[config.mk]
export PLATFORM = sky130hd
export DESIGN_NAME = system_reset_controller
export DESIGN_NICKNAME = d
export VERILOG_FILES = /design/src/logic/reset_ctrl_pkg.sv /design/src/logic/cause_mem.sv /design/src/logic/system_reset_controller.sv
export VERILOG_INCLUDE_DIRS = /design/src /design/src/logic
export SDC_FILE = /design/constraint.sdc
export NUM_CORES = 1
export LEC_CHECK = 0
export ABC_CLOCK_PERIOD_IN_PS = 7900
export BUFFER_PORTS_ARGS = -buffer_cell sky130_fd_sc_hd__buf_2
export CAP_MARGIN = 5
export CELL_PAD_IN_SITES_DETAIL_PLACEMENT = 1
export CELL_PAD_IN_SITES_GLOBAL_PLACEMENT = 2
export CORE_ASPECT_RATIO = 0.6
export CORE_UTILIZATION = 39
export DETAILED_ROUTE_END_ITERATION = 8
export GPL_TIMING_DRIVEN = 0
export PLACE_DENSITY_LB_ADDON = 0.1
export SKIP_LAST_GASP = 1
export SLEW_MARGIN = 40
export SYNTH_ARGS = -nofsm -noshare
export SYNTH_HDL_FRONTEND = slang
export SYNTH_HIERARCHICAL = 1
export SYNTH_SLANG_ARGS = --single-unit
[constraint.sdc]
create_clock -name ref_clk_i -period 7.9 [get_ports ref_clk_i]
set_input_delay 1.58 -clock ref_clk_i [delete_from_list [all_inputs] [get_ports ref_clk_i]]
set_output_delay 1.58 -clock ref_clk_i [all_outputs]
set_load 0.005 [all_outputs]
[src/logic/reset_ctrl_cfg.svh]
// Purpose: Constants for the system reset controller
// Assumes: 20 MHz system clock
// Notes: Timing counts derived from times in ns
`ifndef RESET_CTRL_CFG_SVH
`define RESET_CTRL_CFG_SVH

`define RC_NUM_SRC 9
`define RC_SRC_POR 0
`define RC_SRC_PIN 1
`define RC_SRC_CMP 2
`define RC_SRC_SW 3
`define RC_SRC_VMON 4
`define RC_SRC_WDT 5
`define RC_SRC_MCD 6
`define RC_SRC_FLASH 7
`define RC_SRC_USB 8
`define RC_NUM_PORTS 40
`define RC_PC_W 16
`define RC_PC_RESET 16'h0000
`define RC_CLKSEL_W 2
`define RC_CLKSEL_INTERNAL 2'h0
`define RC_CLK_PERIOD_NS 50
`define RC_HOLD_NS 200
`define RC_HOLD_CYCLES ((`RC_HOLD_NS + `RC_CLK_PERIOD_NS - 1) / `RC_CLK_PERIOD_NS)
`define RC_CNT_W 4
`define RC_MEM_DEPTH 16
`define RC_MEM_AW 4
`define RC_MEM_DW 8

`endif

[src/logic/reset_ctrl_pkg.sv]
// Purpose: Types for the system reset controller
// Assumes: reset_ctrl_cfg.svh included first
// Notes: Types only
`include "reset_ctrl_cfg.svh"
package reset_ctrl_pkg;
    typedef enum logic [1:0] {
        ST_RESET,
        ST_HOLD,
        ST_RUN
    } rst_state_e;

    typedef struct packed {
        logic [`RC_NUM_PORTS-1:0] latch;
        logic [`RC_NUM_PORTS-1:0] open_drain;
        logic [`RC_NUM_PORTS-1:0] pullup_en;
    } port_ctrl_s;

    typedef struct packed {
        logic [`RC_PC_W-1:0] pc;
        logic [`RC_CLKSEL_W-1:0] clk_sel;
        logic wdt_en;
        logic irq_en;
        logic tmr_en;
    } core_ctrl_s;
endpackage

[src/logic/cause_mem.sv]
// Purpose: Small retained memory, untouched by reset
// Assumes: Single clock, registered read
// Notes: No reset on the array so contents survive
`timescale 1ns/100ps
`default_nettype none
`include "reset_ctrl_cfg.svh"
module cause_mem (
    // Clock
    input wire logic ref_clk_i,
    // Write port
    input wire logic wr_en_i,
    input wire logic [`RC_MEM_AW-1:0] wr_addr_i,
    input wire logic [`RC_MEM_DW-1:0] wr_data_i,
    // Read port
    input wire logic [`RC_MEM_AW-1:0] rd_addr_i,
    output logic [`RC_MEM_DW-1:0] rd_data_o
);
    logic [`RC_MEM_DW-1:0] mem [`RC_MEM_DEPTH];

    // Array carries no reset term at all
    always_ff @(posedge ref_clk_i) begin
        if (wr_en_i) begin
            mem[wr_addr_i] <= wr_data_i;
        end
        rd_data_o <= mem[rd_addr_i];
    end
endmodule
`default_nettype wire

[src/logic/system_reset_controller.sv]
// Purpose: Combine reset sources into one chip reset and sequence exit
// Assumes: Sources active high, external pin active low, 20 MHz clock
// Notes: rst_n_i is the power-on reset itself
// Functional notes
// - Any active reset source puts the chip in reset and halts the core; the code ignores any source but power-on or supply whose src_en_i bit is clear.
// - Entering reset loads defaults except power-on-only bits.
// - Port pins are forced to a fixed state during reset.
// - Entering reset disables interrupts and timers.
// - RAM contents are not touched by any reset except power-on, which clears the power-on-only word at address 0.
// - Reset sets every port latch to one in open-drain mode.
// - Weak pull-ups are on during reset and follow pullup_func_i after release.
// - For power-on or supply-monitor reset the reset pin is driven low until exit.
// - On exit the program counter clears and the clock selects the internal oscillator.
// - On exit the watchdog is enabled and running.
// - Fetch starts at code address 0x0000 after release.
// - Nine sources: power-on, pin, comparator, software, supply, watchdog, clock, flash, USB.
`timescale 1ns/100ps
`default_nettype none
`include "reset_ctrl_cfg.svh"
module system_reset_controller (
    // Clock and power-on reset
    input wire logic ref_clk_i,
    input wire logic rst_n_i,
    // Internal reset sources
    input wire logic cmp_rst_i,
    input wire logic sw_rst_i,
    input wire logic vmon_rst_i,
    input wire logic wdt_rst_i,
    input wire logic mcd_rst_i,
    input wire logic flash_rst_i,
    input wire logic usb_rst_i,
    // Source enables
    input wire logic [`RC_NUM_SRC-1:0] src_en_i,
    // External reset pin, open drain
    input wire logic external_reset_pin_n_i,
    output logic external_reset_pin_n_o,
    output logic external_reset_pin_n_oe_o,
    // Functional port values and power-on-only bits from the core
    input wire logic [`RC_NUM_PORTS-1:0] port_func_i,
    input wire logic [`RC_NUM_PORTS-1:0] port_od_func_i,
    input wire logic [`RC_NUM_PORTS-1:0] pullup_func_i,
    input wire logic por_only_wr_i,
    input wire logic [`RC_MEM_DW-1:0] por_only_data_i,
    // Chip reset and core control
    output logic chip_rst_o,
    output logic core_halt_o,
    output logic regs_init_o,
    output reset_ctrl_pkg::core_ctrl_s core_ctrl_o,
    output reset_ctrl_pkg::port_ctrl_s port_ctrl_o,
    // Reset cause and retained bits
    output logic [`RC_NUM_SRC-1:0] reset_cause_o,
    output logic [`RC_MEM_DW-1:0] por_only_bits_o
);
    // ------------------------------------------------------------
    // Source synchronisation
    // ------------------------------------------------------------
    // Pin and some sources come from other domains; two flops each
    logic [`RC_NUM_SRC-1:1] src_meta;
    logic [`RC_NUM_SRC-1:1] src_sync;
    // Our own pull on the pin must not read back as an external request
    logic pin_self_d1;
    logic pin_self_d2;
    wire [`RC_NUM_SRC-1:1] src_raw = {usb_rst_i, flash_rst_i, mcd_rst_i, wdt_rst_i,
                                      vmon_rst_i, sw_rst_i, cmp_rst_i,
                                      ~external_reset_pin_n_i};

    always_ff @(posedge ref_clk_i or negedge rst_n_i) begin
        if (!rst_n_i) begin
            src_meta <= '0;
            src_sync <= '0;
            pin_self_d1 <= 1'b1;
            pin_self_d2 <= 1'b1;
        end else begin
            src_meta <= src_raw;
            src_sync <= src_meta;
            // Delayed to line up with the two synchroniser stages
            pin_self_d1 <= external_reset_pin_n_oe_o;
            pin_self_d2 <= pin_self_d1;
        end
    end

    // ------------------------------------------------------------
    // Source combination
    // ------------------------------------------------------------
    logic por_pending;
    logic [`RC_NUM_SRC-1:0] src_vec;
    logic [`RC_NUM_SRC-1:0] src_active;
    logic any_src;
    logic pin_driven_cause;

    // Power-on and supply monitor can never be masked off
    assign src_vec = {src_sync[`RC_NUM_SRC-1:2], src_sync[`RC_SRC_PIN] & ~pin_self_d2,
                      por_pending};
    genvar g;
    generate
        for (g = 0; g < `RC_NUM_SRC; g++) begin : g_src
            if (g == `RC_SRC_POR || g == `RC_SRC_VMON) begin : g_fixed
                assign src_active[g] = src_vec[g];
            end else begin : g_mask
                assign src_active[g] = src_vec[g] & src_en_i[g];
            end
        end
    endgenerate
    assign any_src = |src_active;

    // ------------------------------------------------------------
    // Sequencer
    // ------------------------------------------------------------
    reset_ctrl_pkg::rst_state_e state;
    reset_ctrl_pkg::rst_state_e next_state;
    logic [`RC_CNT_W-1:0] hold_cnt;
    logic [`RC_NUM_SRC-1:0] cause;
    logic [`RC_NUM_SRC-1:0] next_cause;
    logic in_reset;
    logic hold_done;

    assign hold_done = (hold_cnt == `RC_CNT_W'(`RC_HOLD_CYCLES - 1));

    always_comb begin
        next_state = state;
        unique case (state)
            reset_ctrl_pkg::ST_RESET: begin
                if (!any_src) begin
                    next_state = reset_ctrl_pkg::ST_HOLD;
                end
            end
            reset_ctrl_pkg::ST_HOLD: begin
                if (any_src) begin
                    next_state = reset_ctrl_pkg::ST_RESET;
                end else if (hold_done) begin
                    next_state = reset_ctrl_pkg::ST_RUN;
                end
            end
            reset_ctrl_pkg::ST_RUN: begin
                if (any_src) begin
                    next_state = reset_ctrl_pkg::ST_RESET;
                end
            end
        endcase
    end

    assign in_reset = (next_state != reset_ctrl_pkg::ST_RUN);
    // Entry from run restarts the record; inside reset it gathers
    assign next_cause = (state != reset_ctrl_pkg::ST_RUN) ? (cause | src_active)
                      : (any_src ? src_active : cause);
    // Next cause, so a stale record never pulls the pin at entry
    assign pin_driven_cause = next_cause[`RC_SRC_POR] | next_cause[`RC_SRC_VMON];

    always_ff @(posedge ref_clk_i or negedge rst_n_i) begin
        if (!rst_n_i) begin
            state <= reset_ctrl_pkg::ST_RESET;
            hold_cnt <= '0;
            por_pending <= 1'b1;
        end else begin
            state <= next_state;
            por_pending <= 1'b0;
            if (next_state == reset_ctrl_pkg::ST_HOLD) begin
                hold_cnt <= hold_cnt + `RC_CNT_W'(1);
            end else begin
                hold_cnt <= '0;
            end
        end
    end

    // Cause latches on each new reset entry, gathers further sources while in reset and holds in run
    always_ff @(posedge ref_clk_i or negedge rst_n_i) begin
        if (!rst_n_i) begin
            cause <= `RC_NUM_SRC'(1);
        end else begin
            cause <= next_cause;
        end
    end

    // ------------------------------------------------------------
    // Outputs
    // ------------------------------------------------------------
    reset_ctrl_pkg::port_ctrl_s next_port;
    reset_ctrl_pkg::core_ctrl_s reset_core;

    assign reset_core.pc = `RC_PC_RESET;
    assign reset_core.clk_sel = `RC_CLKSEL_INTERNAL;
    assign reset_core.wdt_en = 1'b1;
    assign reset_core.irq_en = 1'b0;
    assign reset_core.tmr_en = 1'b0;

    // Pull-ups forced on in reset; core clears them only later
    assign next_port.latch = in_reset ? '1 : port_func_i;
    assign next_port.open_drain = in_reset ? '1 : port_od_func_i;
    assign next_port.pullup_en = in_reset ? '1 : pullup_func_i;

    always_ff @(posedge ref_clk_i or negedge rst_n_i) begin
        if (!rst_n_i) begin
            chip_rst_o <= 1'b1;
            core_halt_o <= 1'b1;
            regs_init_o <= 1'b1;
            core_ctrl_o <= '{pc: `RC_PC_RESET, clk_sel: `RC_CLKSEL_INTERNAL,
                             wdt_en: 1'b1, irq_en: 1'b0, tmr_en: 1'b0};
            port_ctrl_o <= '{latch: '1, open_drain: '1, pullup_en: '1};
            external_reset_pin_n_o <= 1'b0;
            external_reset_pin_n_oe_o <= 1'b1;
            reset_cause_o <= '0;
        end else begin
            chip_rst_o <= in_reset;
            core_halt_o <= in_reset;
            regs_init_o <= in_reset;
            // Defaults are driven at all times; nothing changes them after exit
            core_ctrl_o <= reset_core;
            port_ctrl_o <= next_port;
            external_reset_pin_n_o <= 1'b0;
            external_reset_pin_n_oe_o <= in_reset & pin_driven_cause;
            reset_cause_o <= cause;
        end
    end

    // ------------------------------------------------------------
    // Power-on-only bits, kept across non power-on resets
    // ------------------------------------------------------------
    logic por_only_clear;
    logic mem_wr;
    logic [`RC_MEM_DW-1:0] mem_wdata;

    assign por_only_clear = por_pending;
    assign mem_wr = por_only_clear | (por_only_wr_i & ~in_reset);
    assign mem_wdata = por_only_clear ? '0 : por_only_data_i;

    cause_mem u_cause_mem (
        .ref_clk_i(ref_clk_i),
        .wr_en_i(mem_wr),
        .wr_addr_i(`RC_MEM_AW'(0)),
        .wr_data_i(mem_wdata),
        .rd_addr_i(`RC_MEM_AW'(0)),
        .rd_data_o(por_only_bits_o)
    );
endmodule
`default_nettype wire

# Word-level counts from Yosys, hierarchy flattened
# Memory sizes are Yosys's and may differ from the RTL's. A register that Yosys moved wholly into a read port is not among the register bits.
# Index checks and enable logic that the tools add are counted.
# Widths: inputs -> output; s select.
classes:
  n_addsub: 1
  n_reduce_logical: 3
  eq_ne: 6
  bitwise: 16
  mux: 14
op_table:
  columns: ["operator", "count"]
  rows:
  - ["$mux 40", 3]
  - ["$mux 9", 2]
  - ["$and 1x1->1", 10]
  - ["$or 9x9->9", 1]
  - ["$reduce_or 9->1", 1]
  - ["$mux 2", 4]
  - ["$mux 8", 1]
  - ["$pmux 2 s3", 1]
  - ["$add 4x1->4 const B", 1]
  - ["$eq 2x1->1 const B", 2]
  - ["$eq 4x2->1 const B", 1]
  - ["$mux 4", 1]
  - ["$ne 2x2->1 const B", 2]
  - ["$not 1->1", 3]
  - ["$eq 2x2->1 const B", 1]
  - ["$logic_not 2->1", 1]
  - ["$mux 1", 2]
  - ["$or 1x1->1", 2]
  - ["$reduce_bool 2->1", 1]
totals:
  register_bits: 165
  elab_cells: 56
  ramBits: 128
  mem_count: 1
  in_bits: 148
memory_table:
  columns: ["memory", "depth", "word_bits", "read_ports", "rd_clocked_by_memory_dff", "wr", "line", "rtl"]
  rows:
  - ["u_cause_mem.mem", 16, 8, 1, 1, 1, "cause_mem.sv:18", "logic [`RC_MEM_DW-1:0] mem [`RC_MEM_DEPTH];"]

# Longest topological paths before layout
# Gate-level depths: netlist (run 1).
logic_depth:
  depth_word: 12
  ltp_mapped: 10
  mapped_depth_nobuf: 8

# By module
# The synthesis (run 1) kept the hierarchy.
modules_own_cells:
  columns: ["module", "cells_per_inst", "seq_area_each_um2", "instances", "area_per_inst_um2"]
  rows:
  - ["system_reset_controller", 671, 4286.6, 1, 6791.5]
  - ["cause_mem", 229, 4003.8, 1, 5147.4]

# Worst setup path after synthesis (run 1)
# OpenSTA, ideal clock, no wires.
synth_path:
  path_type: "input to register"
  from: "input port src_en_i[5]"
  to: "memory u_cause_mem/mem[0][0] (netlist name), enable pin"
  setup_ns: 0.383
  t_required_ns: 7.517
  stages: 7
  n_path_buf: 1
  path_slack_ns: 3.442
  arrival_ns: 4.075
  path_cell_list: "a222oi_1 nand4_1 mux2i_2 buf_4 a41o_1 or3b_2 nor3_1"
synth_between:
  elab_chain_cells: 10
synth_rtl:
  columns: ["element", "line", "rtl"]
  rows:
  - ["from (decl)", "system_reset_controller.sv:33", "input wire logic [`RC_NUM_SRC-1:0] src_en_i,"]
  - ["$and 1x1->1 *", "system_reset_controller.sv:100", "assign src_active[g] = src_vec[g] & src_en_i[g];"]
  - ["$reduce_or 9->1 *", "system_reset_controller.sv:104", "assign any_src = |src_active;"]
  - ["$mux 2, on equally long branches", "system_reset_controller.sv:135, system_reset_controller.sv:123, system_reset_controller.sv:128", null]
  - ["$pmux 2 s3 *", "system_reset_controller.sv:121", "unique case (state)"]
  - ["$ne 2x2->1 *", "system_reset_controller.sv:142", "assign in_reset = (next_state != reset_ctrl_pkg::ST_RUN);"]
  - ["$not 1->1 *", "system_reset_controller.sv:223", "assign mem_wr = por_only_clear | (por_only_wr_i & ~in_reset);"]
  - ["$and 1x1->1 *", "system_reset_controller.sv:223", null]
  - ["$or 1x1->1 *", "system_reset_controller.sv:223", null]
  - ["via mem_wr", "system_reset_controller.sv:219", "logic mem_wr;"]
  - ["$mux 1 *", "cause_mem.sv:22", "if (wr_en_i) begin"]
  - ["$mux 1 (implied by the code) *", "cause_mem.sv:23", "mem[wr_addr_i] <= wr_data_i;"]
  - ["to (decl)", "cause_mem.sv:18", null]
# Mark *: on every way through the listed nets, which the timed path passes. The rest lies on a longest branch.

# Worst setup path after layout (run 1)
layout_path:
  from: "input port src_en_i[2]"
  to: "memory u_cause_mem/mem[0][0] (netlist name), enable pin"
# The elaborated chain is that of the path after synthesis.

==> reports/qor.yml, run 1 <==
run_status:
  status: "complete, no violations"
yosys:
  synth_top_area_cell: "edfxtp_1"
  synth_area_per_cell_sq_um: 13.27
  synth_edf_count: 128
  synth_area_sq_mm: 0.01194
  yosysTopAreaCellShare_pct: 32.19
  ys_seq_area_share_pct: 69.44
  yosysUniqueCellTypes: 45
  synthCells: 900
  yosys_warnings: 6
  synthTopCellsByArea: "edfxtp_1, dfstp_2, dfrtp_1"
  yosys_register_bits: 301
  synthArstFlopShare_pct: 54.82
  synth_flop_cell: "edfxtp_1"
pwr:
  p_clk_share_pct: 40.8
  p_int_w: 0.002636
  swShare_pct: 24.80
  p_switching_w: 0.0008693
  pwr-share-comb_pct: 11.3
  power_density_mw_per_mm2: 230.9
  seqPwrFrac_pct: 47.8
  vdd_drop_max_v: 0.0001444
  p_leak_nw: 5.780
  fin_total_pwr_w: 0.003505
floorplanning:
  num_io_pins: 311
  die_w_um: 227.9
  core_area_sq_mm: 0.03004
  initial_utilization_pct: 39.74
  die_area_sq_mm: 0.03134
  floorplan.rows: 49
  die_h_um: 137.5
layout:
  final_cells: 1711
  seqCellArea_sq_mm: 0.008290
  fill_cells: 3217
  nets: 1426
  drive_above_1_share_pct: 41.48
  multi_input_area_sq_mm: 0.003377
  synthToLayoutAreaGrowth_pct: 27.15
grt:
  grt_pass1_wl_um: 54210
  grt_max_degree: 72
  overflow: 0
  antenna_found_initial: 8
  grt_pass1_vias: 8827
  grt_use_total_pct: 23.25
setup_path:
  critPathRequiredTime_ps: 8080
  endpoint_kind: "register"
  cp_top_family: "simple AND/OR/NAND/NOR gates"
  cp_slowest_cell: "mux2i_2"
  crit_chain: "buf_2 > a211oi_1 > nand4_1 > mux2i_2 > buf_4 > a41o_1 > or3b_2 > nor3_4"
  cp_num_buf_inv: 2
  startpoint_type: "primary input"
  worstSetupPathType: "primary input to register"
  critPathMaxFanout: 10
  slowest_delay_ps: 560
  arrival_ps: 4880
clock_tree:
  cts-root-buf: "clkbuf_16"
  ctsHoldBuffers: 0
  clock_path_buffers: 3
  clk_pin_slew_ps: 70
  cts_tree: "done"
  cts_resized: 0
  clk_latency_ps: 560
  cts_max_level: 1
  cts_setup_buffers: 0
  cts_inserted_buffers: 28
  clock-sinks: 301
sta:
  skew_ps: 21.20
  tightest_slew_ps: 976.3
  rsz0062_at_grt: "false"
  relSlewSlack_pct: 34.68
  fin_setup_tns_ps: 0
  setup_viol: 0
  period_needed_ps: 4697
  fin_crit_sh_pct: 59.45
  hold_viol_final: 0
  fmax_ghz: 0.2129
  maxSlewViolCount: 0
  whs_ps: 350.1
placement:
  gpl.final_weighted_congestion: 0.8043
  dp_hpwl_um: 26290
  dp.cells: 1653
  port_buffers: 286
route:
  num_vias: 8615
  routed_wl_um: 35970
  drt_first_iter_violations: 579
  wl_per_cell_um: 21.02
  dr.pass1.iters: 4
  ant_nets: 0
  drcViolationCount: 0
  via_per_inst: 5.035
min_path:
  hold_class: "register to register"
run:
  cap_violations: 0
## kinds of logic (layout without fill, tap and decap cells)
group	count (synthesis)	in the layout	share of synthesized area [%]
buffers and inverters	95	435	4.328
muxes	33	33	6.592
and+or+nand+nor	303	303	11.53
AOI/OAI and AO/OA	161	161	7.588
other	2	65	0.06290
xor gates and xnor gates	2	2	0.1467
adders and majority gates	3	3	0.3144
DFF	301	301	69.44
## path summary, 6_finish.rpt
kind                              from                     to  slack, ps  cells past startpoint
max                        src_en_i[2]  u_cause_mem/mem[0][0]       3200                      8
min                        src_meta[2]            src_sync[2]        350                      0
max reg2reg                src_sync[2]  u_cause_mem/mem[0][0]       3940                      7
min in group asynchronous      rst_n_i               cause[6]        860                      1
max in group asynchronous      rst_n_i        port_ctrl_o[70]       5960                      3
min reg2reg                src_meta[2]            src_sync[2]        350                      0
## registers in the layout, indices dropped and copies added (netlist names), 2 cells and up
signal,cells
src_sync,8
src_meta,8
state,2
u_cause_mem/mem,128
cause,9
u_cause_mem/rd_data_o,8
hold_cnt,4
port_ctrl_o,120
reset_cause_o,9
## metal layers
layer | GRT usage [%] | wire length, um
met2 | 35.20 | 15850
met5 | 0 | 23
met3 | 6.064 | 2609
met1 | 33.48 | 16790
met4 | 5.630 | 692
## metrics by stage
step                util [%]  setup WS (ps)  cell area [sq um]
floorplan                  -           3442              12150
global route           50.52           2951              15180
global placement       46.92           2047              14090
CTS                    50.46           2924              15160
finish                 50.53           3203              15180
detailed placement     47.22           2345              14190
## Yosys cell counts (4+ instances only)
cell type and number:
nor2_1 135, edfxtp_1 128, dfstp_2 126, a21oi_1 125, nor3_1 124, clkbuf_1 39
dfrtp_1 39, buf_4 26, a22oi_1 18, mux4_2 18, buf_2 17, nand2_1 17
mux4_1 14, nor2b_1 9, dfxtp_1 8, a22o_1 5, inv_1 5, nand3_1 4
## power groups by stage
| stage | clock, W | combinational (W) | sequential [W] |
|---|---|---|---|
| 2_1_floorplan | 0 | 0.000233 | 0.00170 |
| 3_3_place_gp | 0 | 0.000372 | 0.00170 |
| 3_5_place_dp | 0 | 0.000389 | 0.00171 |
| 4_1_cts | 0.00146 | 0.000392 | 0.00168 |
| 5_1_grt | 0.00152 | 0.000451 | 0.00168 |
| 6_report | 0.00143 | 0.000398 | 0.00168 |
## placed cells by master, fill, tap and decap left out, types with 5 or more instances in the layout
cell	instances
clkbuf_16	29
dfrtp_1	39
a21oi_1	125
nor2_1	135
buf_2	302
edfxtp_1	128
buf_4	26
a22oi_1	18
dfstp_2	126
clkbuf_1	41
nor2b_2	8
dfxtp_1	8
diode_2	6
conb_1	59
inv_1	5
nand2_1	17
a22o_1	5
mux4_1	14
nor3_1	123
mux4_2	18
## layout make-up
| cell class | count | area share, % |
|---|---|---|
| Clock buffer | 36 | 5.217 |
| Tap cell | 408 | 3.363 |
| Inverter | 5 | 0.1236 |
| Buffer | 90 | 3.289 |
| Antenna cell | 6 | 0.09890 |
| Clock inverter | 16 | 1.195 |
| Multi-Input combinational cell | 561 | 22.25 |
| Timing Repair Buffer | 288 | 9.857 |
| Sequential cell | 301 | 54.61 |
(Power assumes the default switching activity.)
==> run 2: changes to the inputs <==
--- a/config.mk
+++ b/config.mk
@@ -6,13 +6,13 @@
 export SDC_FILE = /design/constraint.sdc
 export NUM_CORES = 1
 export LEC_CHECK = 0
-export ABC_CLOCK_PERIOD_IN_PS = 7900
+export ABC_CLOCK_PERIOD_IN_PS = 4050
 export BUFFER_PORTS_ARGS = -buffer_cell sky130_fd_sc_hd__buf_2
 export CAP_MARGIN = 5
 export CELL_PAD_IN_SITES_DETAIL_PLACEMENT = 1
 export CELL_PAD_IN_SITES_GLOBAL_PLACEMENT = 2
 export CORE_ASPECT_RATIO = 0.6
-export CORE_UTILIZATION = 39
+export CORE_UTILIZATION = 32
 export DETAILED_ROUTE_END_ITERATION = 8
 export GPL_TIMING_DRIVEN = 0
 export PLACE_DENSITY_LB_ADDON = 0.1
==> constraint.sdc (replaced) <==
create_clock -name ref_clk_i -period 4.05 [get_ports ref_clk_i]
set_input_delay 0.81 -clock ref_clk_i [delete_from_list [all_inputs] [get_ports ref_clk_i]]
set_output_delay 0.81 -clock ref_clk_i [all_outputs]
set_load 0.005 [all_outputs]
==> run 2 against run 1 <==
Against the previous run: flip-flop and latch count is the same; hold slack worse by 200 ps; cell count up 6.4%; power rose by 94%; setup slack got worse by 2800 ps; global-route usage is 3.7 points lower; critical endpoint is now u_cause_mem/mem[0][5]; largest cell class unchanged; highest routed layer unchanged.
==> reports/qor.yml, run 2 (synthesized netlist as in run 1, its figures left out) <==
run_status:
  status: "complete, no violations"
sta:
  relSlewSlack_pct: 38.85
  tightest_slew_ps: 913.9
  fmax_ghz: 0.2746
  whs_ps: 150.2
  skew_ps: 24.53
  rsz0062_at_grt: "false"
  maxSlewViolCount: 0
  hold_viol_final: 0
  fin_setup_tns_ps: 0
  setup_viol: 0
  period_needed_ps: 3642
  fin_crit_sh_pct: 89.92
layout:
  reg.largest.list: "u_cause_mem/mem x128, port_ctrl_o x120"
  nets: 1431
  final_common_cell: "buf_2"
  synthToLayoutAreaGrowth_pct: 28.51
  seqCellArea_sq_mm: 0.008290
  fill_cells: 3943
  drive_above_1_share_pct: 41.26
  final_cells: 1820
  largest_register: "u_cause_mem/mem"
  utilization_pct: 41.97
  largest_reg_flops: 128
  multi_input_area_sq_mm: 0.003391
  mostFrequentLayoutCells: "buf_2, nor2_1, edfxtp_1"
setup_path:
  slowest_delay_ps: 540
  cp_common_cell: "inv_1"
  arrival_ps: 3910
  worstSetupPathType: "register to register"
  endpoint_kind: "register"
  cp_slowest_cell: "or3b_2"
  critPathRequiredTime_ps: 4320
  rrSetupSlack_ps: 410
  critPathMaxFanout: 10
  startpoint_type: "register"
  crit_chain: "clkbuf_1 > inv_1 > ha_1 > inv_1 > o21ai_0 > mux2i_4 > buf_4 > a41o_1 > or3b_2 > nor3_4 > buf_12"
floorplanning:
  core_area_sq_mm: 0.03655
  die_w_um: 251.4
  die_area_sq_mm: 0.03811
  floorplan.rows: 54
  die_h_um: 151.6
  initial_utilization_pct: 32.66
  num_io_pins: 311
route:
  ant_nets: 0
  wl_per_cell_um: 20.20
  drcViolationCount: 0
  drt_first_iter_violations: 392
  via_per_inst: 4.638
  num_vias: 8442
  dr.pass1.iters: 4
  routed_wl_um: 36760
clock_tree:
  cts_max_level: 1
  clock_path_buffers: 3
  cts-root-buf: "clkbuf_16"
  clock-sinks: 301
  cts_tree: "done"
  clk_latency_ps: 570
  cts_inserted_buffers: 30
  clk_pin_slew_ps: 60
placement:
  gpl.final_weighted_congestion: 0.7896
  dp_hpwl_um: 27070
  port_buffers: 286
  dp.cells: 1749
pwr:
  vdd_drop_max_v: 0.0003115
  fin_total_pwr_w: 0.006789
  p_int_w: 0.005051
  swShare_pct: 25.60
  p_clk_share_pct: 40.4
  seqPwrFrac_pct: 48.1
  p_leak_nw: 5.784
  p_switching_w: 0.001738
  pwr-share-comb_pct: 11.5
  power_density_mw_per_mm2: 442.5
grt:
  grt_pass1_wl_um: 55290
  grt_max_degree: 62
  grt_use_total_pct: 19.52
  overflow: 0
  grt_pass1_vias: 8709
  antenna_found_initial: 17
min_path:
  hold_class: "primary input to async pin"
run:
  cap_violations: 0
==> run 2: cell count changes in the layout (fill, tap and decap cells not counted), moves of 2 or more <==
cell / before / now
clkbuf_16: 29 / 31
bufinv_16: 4 / 2
diode_2: 6 / 12
clkinv_2: 4 / 2
clkinv_4: 1 / 3
buf_4: 26 / 28
clkbuf_1: 41 / 49
clkbuf_8: 4 / 0
==> run 2: layout make-up <==
cell class	instances	share of cell area, %
sequential	301	54.04
antenna	12	0.1957
inverter	5	0.1223
multi-input combinational	561	22.10
buffer	90	3.254
clock inverter	14	0.8726
timing repair buffer	291	9.982
tap	504	4.110
clock buffer	42	5.325
==> run 2: worst max-delay path: cells and delay by family (launching register included) <==
family	cells	cell delay (ps)
buf+inv	5	1020
fa+ha+maj	1	390
simple gates	2	770
flops	1	360
mux	1	320
compound gates	2	480
==> run 2: per-layer routing <==
layer  up-vias  part of all wire, %  wire length, um  GRT usage [%]
met5         -                 0.11               40              0
met4         8                  2.5              921          5.640
met3        58                  8.3             3033          5.552
met2       230                   42            15520          27.98
met1      4186                   47            17240          28.53
li1       3960                    -                -              -
==> run 2: power by group through the flow <==
stage / combinational (W) / sequential [W] / clock [W]
after CTS: 0.000772 / 0.00327 / 0.00284
after detailed placement: 0.000768 / 0.00332 / 0
after floorplan: 0.000455 / 0.00332 / 0
after global placement: 0.000738 / 0.00332 / 0
after global routing: 0.000895 / 0.00327 / 0.00295
final: 0.000782 / 0.00327 / 0.00274
==> run 2: final timing paths <==
check | start | endpoint | cells past startpoint
min in group ref_clk_i | cmp_rst_i | src_meta[2] | 1
worst max register to register | state[0] | u_cause_mem/mem[0][5] | 11
worst max-delay path | state[0] | u_cause_mem/mem[0][5] | 11
max in group asynchronous | rst_n_i | port_ctrl_o[2] | 3
worst min-delay path | rst_n_i | src_sync[5] | 1
worst min register to register | src_meta[6] | src_sync[6] | 0
==> run 2: stage by stage <==
step	instance area [sq um]	setup slack, ps
after floorplan	12150	362.0
after global placement	14210	-1206
after detailed placement	14310	-839.6
after CTS	15270	18.02
after global routing	15330	83.97
final	15340	408.4
==> run 2: timing repair <==
item                       4_1_cts  5_1_grt
hold buffers                     0        0
setup endpoints to repair        8        8
setup buffers                    0        3
gates resized for setup          2        0
pin swaps                        0        2
